===== src/core/tmpi_pkg.sv =====
// Purpose: Shared constants for the test-mode programming interface.
// Assumes: 200 MHz core clock, 58-bit configuration word, AHB-Lite registers.
// Notes: Field positions follow the configuration word layout.
package tmpi_pkg;
  // Register byte offsets
  localparam logic [7:0] REG_CFG_LO = 8'h00; // Config bits 31:0
  localparam logic [7:0] REG_CFG_HI = 8'h04; // Config bits 57:32
  localparam logic [7:0] REG_STATUS = 8'h08; // Session state
  localparam logic [7:0] REG_LIMITS = 8'h0c; // Held calibration limits
  // Configuration word
  localparam int CFG_W = 58; // Total bits
  localparam int SETUP_LO = 36; // Lowest bit loaded by setup mode
  localparam int SETUP_BITS = 22; // Bits loaded by setup mode
  localparam int NL_POS = 30; // Normal limit
  localparam int HYL_POS = 24; // Hysteresis limit
  localparam int HUL_POS = 18; // Hush limit
  localparam int CTL_POS = 12; // Chamber test limit
  localparam int NAM_POS = 6; // Alarm maximum
  localparam int LTDV_POS = 0; // Drift baseline
  localparam int LTD_EN_POS = 50; // Drift enable
  localparam int LIM_W = 6; // Converter width
  localparam logic [CFG_W-1:0] CFG_RESET = 58'h0; // Image after reset
  // Modes
  localparam logic [3:0] MODE_HORN = 4'h0;
  localparam logic [3:0] MODE_BATT = 4'h1;
  localparam logic [3:0] MODE_SETUP = 4'h2;
  localparam logic [3:0] MODE_LIM_FIRST = 4'h3;
  localparam logic [3:0] MODE_LIM_MAX = 4'h7;
  localparam logic [3:0] MODE_SERIAL = 4'h8;
  localparam logic [3:0] MODE_BASE = 4'h9;
  localparam logic [3:0] MODE_CHK_FIRST = 4'ha;
  localparam logic [3:0] MODE_LAST = 4'he;
  // Programming pulse train
  localparam logic [3:0] PROG_PULSES = 4'ha; // Pulses before commit
  localparam int PULSE_NS = 5000000; // Least high time, 5 ms
  localparam int CLK_NS = 5; // Clock period
  localparam int PULSE_CYC = (PULSE_NS + CLK_NS - 1) / CLK_NS;
  // Session states
  typedef enum logic [1:0] {
    SES_OFF = 2'b01,
    SES_ON = 2'b10
  } tmpi_ses_t;
endpackage : tmpi_pkg


===== src/core/tmpi_top.sv =====
// Purpose: Test-mode sequencer and serial configuration loader.
// Assumes: Pin levels arrive as digital comparator outputs, asynchronous.
// Notes: Nonvolatile image is modelled as flops, also reachable over AHB-Lite.
// Summary of operation
// - Test operation only while mode select held
// - Boost swing clocks modes, battery level is data
// - Each test clock advances mode, up to 14
// - Feed, interconnect in; LEDs, horn out
// - Horn mode: horn follows enabling level
// - Battery mode: LEDs on, strobe enables boost
// - Setup mode shifts bits 36 to 57
// - Ten 5 ms pulses commit setup bits
// - Serial mode loads 58 bits, reads back
// - Limit modes: feed steps DAC, comparator shown
// - Comparator high when DAC below integrator
// - Interconnect edge integrates or latches limit
// - Limits held until alarm-max program enable
// - Two pulses: latch then store limits
// - Check modes compare measurement against limit
// - Error flag after enable falls, until mode left
// - Error when hysteresis not below normal
// - Error when drift on, maximum not above normal
// - Six-bit ramp converter from counter, DAC
// - Dropping mode select discards shifted bits
//
// Decided for this implementation: the address map and register access over AHB-Lite.
`timescale 1ns/10ps
`default_nettype none
module tmpi_top #(
  parameter int PULSE_MIN = tmpi_pkg::PULSE_CYC // Least pulse high time, cycles
) (
  input wire logic I_CLOCK, // Core clock
  input wire logic I_RESET_N, // Asynchronous reset, active low
  input wire logic I_MODE_SELECT_PIN, // Mode select at battery level
  input wire logic I_TEST_BOOST, // Test pin at boost level
  input wire logic I_TEST_DATA, // Test pin at battery level or above
  input wire logic I_FEED, // Feed pin
  input wire logic I_IO, // Interconnect pin
  input wire logic I_BATTERY_COMPARATOR_OUT, // Low battery comparator
  input wire logic [tmpi_pkg::LIM_W-1:0] I_INTEGRATOR_OUTPUT, // Integrator level code
  output logic O_RED_INDICATOR_OUT, // Red LED drive
  output logic O_GREEN_INDICATOR_OUT, // Green LED drive
  output logic O_HORN_DRIVE_OUT, // Horn pin
  output logic O_ERROR_FLAG_PIN, // Error flag
  output logic O_BOOST_ENABLE, // Boost converter request
  output logic O_ANALOG_VIEW, // LEDs carry DAC and integrator
  output logic [tmpi_pkg::LIM_W-1:0] O_DAC_LEVEL, // DAC code
  output logic O_INTEGRATE_START, // Start of integration, pulse
  output logic O_NVM_WRITE, // Image committed, pulse
  input wire logic I_HSEL, // AHB select
  input wire logic [31:0] I_HADDR, // AHB address
  input wire logic [1:0] I_HTRANS, // AHB transfer type
  input wire logic I_HWRITE, // AHB direction
  input wire logic [2:0] I_HSIZE, // AHB size
  input wire logic [31:0] I_HWDATA, // AHB write data
  input wire logic I_HREADY, // AHB bus ready
  output logic [31:0] O_HRDATA, // AHB read data
  output logic O_HREADYOUT, // AHB slave ready
  output logic O_HRESP // AHB response
);
  import tmpi_pkg::*;

  // Refuse a pulse limit the high-time counter cannot serve
  if (PULSE_MIN < 1) begin : g_bad_pulse
    $error("PULSE_MIN must be at least one cycle");
  end

  // Reset release through two flops
  logic rst_s1_reg, rst_n;
  always_ff @(posedge I_CLOCK or negedge I_RESET_N) begin
    if (!I_RESET_N) begin
      rst_s1_reg <= 1'b0;
      rst_n <= 1'b0;
    end else begin
      rst_s1_reg <= 1'b1;
      rst_n <= rst_s1_reg;
    end
  end

  // Pin synchronisers, two flops per bit, then a third for edges
  localparam int SYN_W = 6 + LIM_W;
  logic [SYN_W-1:0] pin_raw, syn1_reg, syn2_reg, prev_reg;
  assign pin_raw = {I_MODE_SELECT_PIN, I_TEST_BOOST, I_TEST_DATA, I_FEED, I_IO,
                    I_BATTERY_COMPARATOR_OUT, I_INTEGRATOR_OUTPUT};
  genvar gi;
  generate
    for (gi = 0; gi < SYN_W; gi++) begin : g_sync
      always_ff @(posedge I_CLOCK or negedge rst_n) begin
        if (!rst_n) begin
          syn1_reg[gi] <= 1'b0;
          syn2_reg[gi] <= 1'b0;
          prev_reg[gi] <= 1'b0;
        end else begin
          syn1_reg[gi] <= pin_raw[gi];
          syn2_reg[gi] <= syn1_reg[gi];
          prev_reg[gi] <= syn2_reg[gi];
        end
      end
    end
  endgenerate
  logic msel, tclk_rise, tdata, feed, feed_rise, io_rise, io_fall, batt_low;
  logic [LIM_W-1:0] integ;
  assign msel = syn2_reg[SYN_W-1];
  assign tclk_rise = syn2_reg[SYN_W-2] & ~prev_reg[SYN_W-2];
  assign tdata = syn2_reg[SYN_W-3];
  assign feed = syn2_reg[SYN_W-4];
  assign feed_rise = feed & ~prev_reg[SYN_W-4];
  assign io_rise = syn2_reg[LIM_W+1] & ~prev_reg[LIM_W+1];
  assign io_fall = ~syn2_reg[LIM_W+1] & prev_reg[LIM_W+1];
  assign batt_low = syn2_reg[LIM_W];
  assign integ = syn2_reg[LIM_W-1:0];

  // Session state: on only while mode select stays high
  tmpi_ses_t ses_reg, ses_next;
  always_comb begin
    case (ses_reg)
      SES_OFF: ses_next = msel ? SES_ON : SES_OFF;
      SES_ON: ses_next = msel ? SES_ON : SES_OFF;
      default: ses_next = SES_OFF;
    endcase
  end
  always_ff @(posedge I_CLOCK or negedge rst_n) begin
    if (!rst_n) ses_reg <= SES_OFF;
    else ses_reg <= ses_next;
  end
  logic active;
  assign active = (ses_reg == SES_ON) && msel;

  // Mode counter, saturates at the last mode
  logic [3:0] mode_reg;
  logic mode_step;
  assign mode_step = active && tclk_rise && (mode_reg != MODE_LAST);
  always_ff @(posedge I_CLOCK or negedge rst_n) begin
    if (!rst_n) mode_reg <= MODE_HORN;
    else if (!active) mode_reg <= MODE_HORN;
    else if (mode_step) mode_reg <= mode_reg + 4'h1;
  end
  logic leave; // Current mode is being left
  assign leave = mode_step || (ses_reg == SES_ON && !msel);
  logic in_lim, in_chk, in_meas;
  assign in_lim = active && mode_reg >= MODE_LIM_FIRST && mode_reg <= MODE_LIM_MAX;
  assign in_chk = active && mode_reg >= MODE_CHK_FIRST;
  assign in_meas = in_chk || (active && mode_reg == MODE_BASE);

  // Configuration shift register, MSB first
  logic [CFG_W-1:0] shift_reg, nvm_reg;
  always_ff @(posedge I_CLOCK or negedge rst_n) begin
    if (!rst_n) shift_reg <= CFG_RESET;
    else if (!active) shift_reg <= CFG_RESET;
    else if (mode_step && mode_reg + 4'h1 == MODE_SERIAL) shift_reg <= nvm_reg;
    else if (feed_rise && (mode_reg == MODE_SETUP || mode_reg == MODE_SERIAL))
      shift_reg <= {shift_reg[CFG_W-2:0], tdata};
  end

  // Setup commit: count long enough interconnect pulses
  logic [31:0] hi_cnt_reg;
  logic [3:0] pulse_cnt_reg;
  logic setup_commit;
  always_ff @(posedge I_CLOCK or negedge rst_n) begin
    if (!rst_n) hi_cnt_reg <= 32'h0;
    else if (!syn2_reg[LIM_W+1]) hi_cnt_reg <= 32'h0;
    else if (hi_cnt_reg < 32'(PULSE_MIN)) hi_cnt_reg <= hi_cnt_reg + 32'h1;
  end
  assign setup_commit = active && mode_reg == MODE_SETUP && io_fall &&
                        hi_cnt_reg >= 32'(PULSE_MIN) && pulse_cnt_reg == PROG_PULSES - 4'h1;
  always_ff @(posedge I_CLOCK or negedge rst_n) begin
    if (!rst_n) pulse_cnt_reg <= 4'h0;
    else if (leave || !active) pulse_cnt_reg <= 4'h0;
    else if (setup_commit) pulse_cnt_reg <= 4'h0;
    else if (mode_reg == MODE_SETUP && io_fall && hi_cnt_reg >= 32'(PULSE_MIN))
      pulse_cnt_reg <= pulse_cnt_reg + 4'h1;
  end

  // DAC counter: stepped in limit modes, ramped in measurement
  logic [LIM_W-1:0] dac_reg;
  logic smk_cmp, meas_run_reg, meas_done_reg, meas_start;
  assign smk_cmp = dac_reg < integ;
  assign meas_start = in_meas && feed_rise;
  always_ff @(posedge I_CLOCK or negedge rst_n) begin
    if (!rst_n) dac_reg <= '0;
    else if (leave || meas_start) dac_reg <= '0;
    else if (in_lim && feed_rise && dac_reg != '1) dac_reg <= dac_reg + 6'h1;
    else if (meas_run_reg && smk_cmp && dac_reg != '1) dac_reg <= dac_reg + 6'h1;
  end
  always_ff @(posedge I_CLOCK or negedge rst_n) begin
    if (!rst_n) begin
      meas_run_reg <= 1'b0;
      meas_done_reg <= 1'b0;
    end else if (leave || meas_start) begin
      meas_run_reg <= meas_start && !leave;
      meas_done_reg <= 1'b0;
    end else if (meas_run_reg && (!smk_cmp || dac_reg == '1)) begin
      meas_run_reg <= 1'b0;
      meas_done_reg <= 1'b1;
    end
  end

  // Held limits and the two-pulse store in alarm-max mode
  logic [LIM_W-1:0] lim_reg [5];
  logic lim_latch, pend_reg, lim_store;
  logic [2:0] lim_idx;
  assign lim_latch = in_lim && io_rise && !feed;
  assign lim_idx = 3'(mode_reg - MODE_LIM_FIRST);
  assign lim_store = lim_latch && mode_reg == MODE_LIM_MAX && pend_reg;
  always_ff @(posedge I_CLOCK or negedge rst_n) begin
    if (!rst_n) begin
      for (int k = 0; k < 5; k++) lim_reg[k] <= '0;
    end else if (lim_latch) begin
      lim_reg[lim_idx] <= dac_reg;
    end
  end
  always_ff @(posedge I_CLOCK or negedge rst_n) begin
    if (!rst_n) pend_reg <= 1'b0;
    else if (leave || !in_lim) pend_reg <= 1'b0;
    else if (io_rise) pend_reg <= !feed && mode_reg == MODE_LIM_MAX && !pend_reg;
  end
  logic integ_start_reg;
  always_ff @(posedge I_CLOCK or negedge rst_n) begin
    if (!rst_n) integ_start_reg <= 1'b0;
    else integ_start_reg <= (in_lim && io_rise && feed) || meas_start;
  end

  // Nonvolatile image: hardware commits win over software writes
  logic ser_commit, base_store, sw_wr_lo, sw_wr_hi;
  logic [31:0] sw_wdata;
  assign ser_commit = active && mode_reg == MODE_SERIAL && io_rise;
  assign base_store = active && mode_reg == MODE_BASE && io_rise;
  always_ff @(posedge I_CLOCK or negedge rst_n) begin
    if (!rst_n) begin
      nvm_reg <= CFG_RESET;
    end else if (setup_commit) begin
      nvm_reg[CFG_W-1:SETUP_LO] <= shift_reg[SETUP_BITS-1:0];
    end else if (ser_commit) begin
      nvm_reg <= shift_reg;
    end else if (lim_store) begin
      nvm_reg[NL_POS +: LIM_W] <= lim_reg[0];
      nvm_reg[HYL_POS +: LIM_W] <= lim_reg[1];
      nvm_reg[HUL_POS +: LIM_W] <= lim_reg[2];
      nvm_reg[CTL_POS +: LIM_W] <= lim_reg[3];
      nvm_reg[NAM_POS +: LIM_W] <= dac_reg;
    end else if (base_store) begin
      nvm_reg[LTDV_POS +: LIM_W] <= dac_reg;
    end else if (sw_wr_lo) begin
      nvm_reg[31:0] <= sw_wdata;
    end else if (sw_wr_hi) begin
      nvm_reg[CFG_W-1:32] <= sw_wdata[CFG_W-33:0];
    end
  end
  logic nvm_wr_reg;
  always_ff @(posedge I_CLOCK or negedge rst_n) begin
    if (!rst_n) nvm_wr_reg <= 1'b0;
    else nvm_wr_reg <= setup_commit || ser_commit || lim_store || base_store;
  end

  // Error flag: raised as program enable falls, held until mode left
  logic cfg_err, err_mode, err_reg;
  logic [LIM_W-1:0] nl, hyl, nam;
  assign nl = nvm_reg[NL_POS +: LIM_W];
  assign hyl = nvm_reg[HYL_POS +: LIM_W];
  assign nam = nvm_reg[NAM_POS +: LIM_W];
  assign cfg_err = (hyl >= nl) || (nvm_reg[LTD_EN_POS] && nam <= nl);
  assign err_mode = active && mode_reg >= MODE_LIM_MAX && mode_reg <= MODE_BASE;
  always_ff @(posedge I_CLOCK or negedge rst_n) begin
    if (!rst_n) err_reg <= 1'b0;
    else if (err_mode && io_fall && cfg_err && !leave) err_reg <= 1'b1;
    else if (leave || !active) err_reg <= 1'b0;
  end

  // Battery mode boost request, raised by the strobe
  logic boost_reg;
  always_ff @(posedge I_CLOCK or negedge rst_n) begin
    if (!rst_n) boost_reg <= 1'b0;
    else if (!active || mode_reg != MODE_BATT || leave) boost_reg <= 1'b0;
    else if (io_rise) boost_reg <= 1'b1;
  end

  // Pin outputs per mode; limit check compares against stored limit
  logic [LIM_W-1:0] chk_lim;
  always_comb begin
    case (mode_reg)
      4'ha: chk_lim = nl;
      4'hb: chk_lim = hyl;
      4'hc: chk_lim = nvm_reg[HUL_POS +: LIM_W];
      4'hd: chk_lim = nvm_reg[CTL_POS +: LIM_W];
      default: chk_lim = nam;
    endcase
  end
  logic horn_reg, red_reg, green_reg, view_reg;
  always_ff @(posedge I_CLOCK or negedge rst_n) begin
    if (!rst_n) begin
      horn_reg <= 1'b0;
      red_reg <= 1'b0;
      green_reg <= 1'b0;
      view_reg <= 1'b0;
    end else begin
      red_reg <= active && mode_reg == MODE_BATT;
      green_reg <= active && mode_reg == MODE_BATT;
      view_reg <= in_lim || in_meas;
      if (!active) horn_reg <= 1'b0;
      else if (mode_reg == MODE_HORN) horn_reg <= tdata;
      else if (mode_reg == MODE_BATT) horn_reg <= boost_reg && batt_low;
      else if (in_lim) horn_reg <= smk_cmp;
      else if (mode_reg == MODE_SERIAL) horn_reg <= shift_reg[CFG_W-1];
      else if (in_chk) horn_reg <= meas_done_reg && (dac_reg > chk_lim);
      else horn_reg <= 1'b0;
    end
  end
  assign O_HORN_DRIVE_OUT = horn_reg;
  assign O_RED_INDICATOR_OUT = red_reg;
  assign O_GREEN_INDICATOR_OUT = green_reg;
  assign O_ANALOG_VIEW = view_reg;
  assign O_ERROR_FLAG_PIN = err_reg;
  assign O_BOOST_ENABLE = boost_reg;
  assign O_DAC_LEVEL = dac_reg;
  assign O_INTEGRATE_START = integ_start_reg;
  assign O_NVM_WRITE = nvm_wr_reg;

  // AHB-Lite slave, zero wait states, always OKAY
  logic ph_wr_reg, ph_valid_reg;
  logic [7:0] ph_addr_reg;
  logic [31:0] rdata_reg;
  logic addr_take;
  assign addr_take = I_HSEL && I_HTRANS[1] && I_HREADY;
  always_ff @(posedge I_CLOCK or negedge rst_n) begin
    if (!rst_n) begin
      ph_valid_reg <= 1'b0;
      ph_wr_reg <= 1'b0;
      ph_addr_reg <= 8'h0;
    end else if (I_HREADY) begin
      ph_valid_reg <= addr_take;
      ph_wr_reg <= addr_take && I_HWRITE;
      ph_addr_reg <= I_HADDR[7:0];
    end
  end
  assign sw_wdata = I_HWDATA;
  assign sw_wr_lo = ph_wr_reg && ph_addr_reg == REG_CFG_LO;
  assign sw_wr_hi = ph_wr_reg && ph_addr_reg == REG_CFG_HI;
  // Read data captured at the address phase so it stands from a flop
  always_ff @(posedge I_CLOCK or negedge rst_n) begin
    if (!rst_n) rdata_reg <= 32'h0;
    else if (addr_take && !I_HWRITE) begin
      case (I_HADDR[7:0])
        REG_CFG_LO: rdata_reg <= nvm_reg[31:0];
        REG_CFG_HI: rdata_reg <= {6'h0, nvm_reg[CFG_W-1:32]};
        REG_STATUS: rdata_reg <= {22'h0, meas_done_reg, boost_reg, err_reg,
                                  active, mode_reg, 2'h0};
        REG_LIMITS: rdata_reg <= {2'h0, lim_reg[4], lim_reg[3], lim_reg[2],
                                  lim_reg[1], lim_reg[0]};
        default: rdata_reg <= 32'h0;
      endcase
    end
  end
  assign O_HRDATA = rdata_reg;
  assign O_HREADYOUT = 1'b1;
  assign O_HRESP = 1'b0;
endmodule : tmpi_top
`default_nettype wire


===== config.mk =====
export PLATFORM = sky130hd
export DESIGN_NAME = tmpi_top
export DESIGN_NICKNAME = d
export VERILOG_FILES = /design/src/core/tmpi_pkg.sv /design/src/core/tmpi_top.sv
export SDC_FILE = /design/constraint.sdc
export NUM_CORES = 1
export LEC_CHECK = 0
export BUFFER_PORTS_ARGS = -buffer_cell sky130_fd_sc_hd__buf_2
export CORE_AREA = 5 5 159 161
export DETAILED_ROUTE_END_ITERATION = 7
export DIE_AREA = 0 0 164 166
export HOLD_SLACK_MARGIN = 0.12
export PLACE_DENSITY_LB_ADDON = 0.12
export SLEW_MARGIN = 20
export SYNTH_ARGS = -nofsm -noshare
export SYNTH_HDL_FRONTEND = slang
export SYNTH_SLANG_ARGS = --single-unit

===== constraint.sdc =====
create_clock -name I_CLOCK -period 9.2 [get_ports I_CLOCK]
set_input_delay 0.46 -clock I_CLOCK [delete_from_list [all_inputs] [get_ports I_CLOCK]]
set_output_delay 0.46 -clock I_CLOCK [all_outputs]
set_load 0.05 [all_outputs]

* After elaboration in Yosys (flattened, before gate mapping)
Cells that the tools add are included. W data, S select, Z words.
Cells by class: multiplexer cells 46, div/mod/pow operators 0, shift operators 0, add/subtract/negate cells 5, $mul 0, bitwise operators 10, $lt $le $gt $ge 13, reduce and logical (&&, ||, !) cells 90, equality and inequality tests 30
Operator list (number):
- $mux W58 | 4
- $pmux W32 S4 | 1
- $mux W32 | 3
- $mux W26 | 2
- $mux W52 | 1
- $logic_and A1 B1 Y1 | 49
- $mux W22 | 2
- $mux W6 | 6
- $add A32 B1 Y32 const B | 1
- $eq A4 B4 Y1 const B | 8
- $ge A32 B20 Y1 const B | 1
- $lt A32 B20 Y1 const B | 1
- $bwmux W30 | 1
- $mux W30 | 1
- $pmux W6 S4 | 1
- $mux W4 | 5
- $demux W6 S3 | 1
- $reduce_bool A3 Y1 | 6
- $eq A8 B3 Y1 const B | 2
- $eq A8 B4 Y1 const B | 2
- $logic_not A8 Y1 | 2
- $mux W1 | 16
- $logic_or A1 B1 Y1 | 15
- $ne A3 B3 Y1 const B | 4
- 35 further kinds | 59
Storage, ports and cells: register bits after elaboration 274, latch bits 0, output and inout port bits 48, input port bits 86, ROM bits 0, memories kept 0, word-level logic and storage cells 251, bits in writable memories 0

* Longest topological paths before layout
depth after elaboration 11, depth in mapped cells 14, gate-level depth less buffers 13

* Least setup slack after synthesis
Ideal clock, no wire load.
path kind register -> register, start reg mode_reg[0], end reg horn_reg, in the netlist O_HORN_DRIVE_OUT, stages on the path, launching flop included 13, buffers on the path 1, data required time 9.062 ns, setup slack 5.957 ns, library setup time 0.138 ns, arrival time 3.105 ns, clock period less this slack 3.243 ns, path through dfrtp_1 -> inv_1 -> ha_1 -> buf_2 -> o311ai_0 -> a22oi_1 -> ha_1 -> a21o_1 -> a21o_1 -> a221oi_1 -> o32ai_1 -> a21oi_1 -> a211oi_1
On the way: cells in the longest elaborated chain, start to end 10, elaborated cells on any way between the ends 22, those cells by class 4 x order compare; 6 x eq/ne; 7 x mux; 5 x reduce/logical
RTL lines:
- start: declaration | RTL line tmpi_top.sv:130 | logic [3:0] mode_reg;
- start signal: assignment | RTL line tmpi_top.sv:136 | else if (mode_step) mode_reg <= mode_reg + 4'h1;
- $eq A4 B4 Y1 | RTL line tmpi_top.sv:280 | case (mode_reg)
- $pmux W6 S4 | RTL line tmpi_top.sv:280
- $gt A6 B6 Y1 | RTL line tmpi_top.sv:304 | else if (in_chk) horn_reg <= meas_done_reg && (dac_reg > chk_lim);
- $logic_and A1 B1 Y1 | RTL line tmpi_top.sv:304
- $mux W1 | RTL line tmpi_top.sv:304
- $mux W1 | RTL line tmpi_top.sv:303 | else if (mode_reg == MODE_SERIAL) horn_reg <= shift_reg[CFG_W-1];
- $mux W1 | RTL line tmpi_top.sv:302 | else if (in_lim) horn_reg <= smk_cmp;
- $mux W1 | RTL line tmpi_top.sv:301 | else if (mode_reg == MODE_BATT) horn_reg <= boost_reg && batt_low;
- $mux W1 (*) | RTL line tmpi_top.sv:300 | else if (mode_reg == MODE_HORN) horn_reg <= tdata;
- $mux W1 (*) | RTL line tmpi_top.sv:299 | if (!active) horn_reg <= 1'b0;
- end signal: assignment | RTL line tmpi_top.sv:300
- end signal: assignment | RTL line tmpi_top.sv:301
- end signal: assignment | RTL line tmpi_top.sv:302
- end: declaration | RTL line tmpi_top.sv:288 | logic horn_reg, red_reg, green_reg, view_reg;
Mark *: on every way between the ends. The rest lies on a longest branch, timed or not. A chain may end at the register's enable or synchronous reset.

* Final worst setup path
Same ends and word-level chain as after synthesis.

==> results.md <==
* Clock Latency Late Sink at 0.56 ns
* Main synth FF type: dfrtp_1
* Fmax at 261 MHz
* Drt initial violations at between 800 and 900
* RSZ-0062 raised after global routing: false
* Die Wd at 164 um
* Max cap viols at 0
* Synthesized area at roughly 14000 sq um
* Relative slew slack at ~25%
* CP required at approximately 9.6 ns
* Reg area at ~6900 sq um
* VDD IR max at approximately 0.16 mV
* Crit-path most repeated cell: ha_1
* CTS tree: done
* Share of the synthesized area in the top cell type at 49.2%
* Final ANT Viol Nets at 0
* Register bit total from synthesis at between 200 and 300
* Area of the multi-input gates at roughly 6500 sq um
* Via Count at between 10k and 15k
* Total power at approximately 0.0027 W
* Share of cells above drive strength 1 at 17.9%
* Dominant cell type by area after synthesis: dfrtp_1
* Core Region at 23800 sq um
* Final instance area at 15700 sq um
* Core Util, Final at between 60% and 70%
* Final #Nets at 1516
* Starting Density at between 50% and 60%
* CP delay by family, top: compound AO/OA/AOI/OAI gates
* Final setup skew at approximately 0.016 ns
* Levels on crit path at 11
* Slew Viols, Final at 0
* Largest net degree at the start of global routing at 167
* Clock Tree Buf Depth at 3
* CP Launch Type: flip-flop
* Yosys warning total at 0
* Hold WC Path Type: input port to flip-flop
* Final count of negative-setup-slack endpoints at 0
* # fillers at slightly below 2k
* Finished Layout Cells at around 1.7k
* Number of enable flip-flop cells after synthesis at 0
* Crit Path Class: flip-flop to flip-flop
* Routability cong. at 0.936
* Max stage delay cell, worst path: o311ai_1
* Dominant cells by area after synthesis: dfrtp_1 49%, mux2i_1 6.6%, mux2_2 4.7%, a211oi_1 4.5%, nor2_1 3.8%
* First-pass GRT wire length at ~61000 um
* Worst-path maximum fanout at 12
* Final Hold Vio Count at 0
* Placed Area at about 15000 sq um
* Fin crit period at 3.84 ns
* Overall Global Routing Usage at 28.4%
* Avg Cell Area, Syn at 10.4 sq um
* Leak at 6.99 nW
* Commonest non-fill, non-tap cell in the layout: dfrtp_1
* Die Ht at approximately 170 um
* Crit path largest cell delay at between 0.7 and 0.8 ns
* Vias in the first global route at approximately 11k
* Fin Setup TNS at 0 ns
* CTS root buf: clkbuf_16
* Slew @ Worst Pin at 1.13 ns
* Detailed Place HPWL at 25200 um
* Syn-to-layout area delta at 13.4%
* CTS Sinks at 274
* GRT overflow at 0
* Post_cts resized at 0
* Vias per inst at 6.26
* Most frequent cells in the layout: 272 x dfrtp_1, 141 x nor2_1, 103 x buf_2, 92 x mux2i_1, 83 x a211oi_1
* TritonRoute pass-1 iters at 5
* CP Buf/Inv Count at 1
* Outcome: finished clean
* Crit path DAT at 4.28 ns
* IO Port Bufs at just over 100
* Io pins at 134
* Pwr/cell area at about 170 nW/um^2
* Detailed Route WL at between 30000 and 40000 um
* Final worst-path cycle share at between 40% and 50%
* Initial antenna violation count at 0
* Remaining DRCs at 0
* WL per Instance at 22.1 um
* DP Cell Count at around 1.7k
* # rows at 57
* Synth Instances at 1328
* Hold path depth at 2
* Chain of cells forming the critical path: inv_1, ha_1, o311ai_1, a22oi_1, ha_1, and4_1, nand3_1, nand4_1, o32ai_1, a21oi_1, a211oi_1
* Die ar. at approximately 27000 sq um
* Worst r2r path cells at 11
* Yosys cell types at 70
* H-tree depth at 1
* Endpoint class of the critical path: flip-flop
* Num CTS Buffers at 29
* Ys async rst share at 100%
* Clock Pin Slew Worst Setup and Hold Paths at around 0.060 ns
* Sequential share of the synthesized area at 49.4%
[cells in the mapped netlist, drive strengths merged, types with 3 or more instances]
library cell / instances
o22a: 4
mux2: 58
or3: 16
a21o: 26
ha: 35
mux4: 8
xnor2: 5
a31oi: 5
nand2: 83
nand2b: 4
nand3: 16
and3: 6
nand4: 11
nor2b: 7
dfrtp: 273
and4: 3
a221oi: 10
a211oi: 83
xor2: 11
a21oi: 55
nor2: 141
o21a: 3
a22o: 14
mux2i: 92
o21ai: 77
nor4: 7
o31ai: 5
nor3: 10
buf: 36
a21boi: 9
inv: 32
clkbuf: 65
and2: 28
a22oi: 61
nand3b: 3
[worst register-to-register path: cells and delay by family (launching register included)]
kind            cells  cell delay (ns)
compound gates      5             1.77
fa+ha+maj           2             0.77
flops               1             0.55
simple gates        3             0.45
buf+inv             1             0.19
[where the power goes]
part / switching [W] / internal, W / total, W
Combinational: 0.000103 / 0.0000568 / 0.000159
Sequential: 0.0000263 / 0.00123 / 0.00126
Clock: 0.000476 / 0.000804 / 0.00128
Total: 0.000605 / 0.00209 / 0.00270
[timing repair]
action | 4_1_cts | 5_1_grt
setup buffers | 0 | 0
hold endpoints to repair | 14 | 0
hold buffers | 13 | 0
[logic make-up (layout without fill, tap and decap cells)]
kind of cell	Yosys count	count (layout)	share of synthesized area (%)
xor+xnor	16	16	1.01
flops	274	274	49.4
fa+ha+maj	35	35	3.16
compound gates	363	363	17.8
mux	158	158	12.6
other cells	2	4	0.0541
simple gates	347	347	11.8
buf+inv	133	222	4.08
[layer usage]
metal | global-route usage, % | routed length [um]
met3 | 4.29 | 2500
met1 | 39.4 | 16200
met5 | 0 | 0
met2 | 44.7 | 18000
met4 | 12.0 | 1790
[stage by stage]
step                      setup WS (ns)  hold WS [ns]
after floorplan                    1.00         0.164
after global placement             5.11         0.245
after detailed placement           5.49         0.249
after CTS                          5.46         0.131
after global routing               5.04         0.147
final                              5.36         0.148
[worst paths after layout]
check	start	end	slack [ns]
max	mode_reg[0]$_DFFE_PN0P_	O_HORN_DRIVE_OUT$_DFF_PN0_	5.36
min	I_HADDR[0]	ph_addr_reg[0]$_DFFE_PN0P_	0.15
max reg2reg	mode_reg[0]$_DFFE_PN0P_	O_HORN_DRIVE_OUT$_DFF_PN0_	5.36
min reg2reg	rst_n$_DFF_PN0_	syn1_reg[0]$_DFF_PN0_	0.25
max in group asynchronous	rst_n$_DFF_PN0_	shift_reg[44]$_DFFE_PN0P_	7.62
min in group asynchronous	I_RESET_N	rst_n$_DFF_PN0_	0.22
[cell type report]
cell class / instances / share of cell area [%]
clock inverters: 9 / 1.26
clock buffers: 45 / 5.44
repair buffers: 136 / 5.14
flip-flops and latches: 274 / 43.6
well taps: 324 / 2.58
inverters: 32 / 0.763
diodes: 1 / 0.0159
multi-input cells: 922 / 41.2
(Power assumes the default switching activity.)
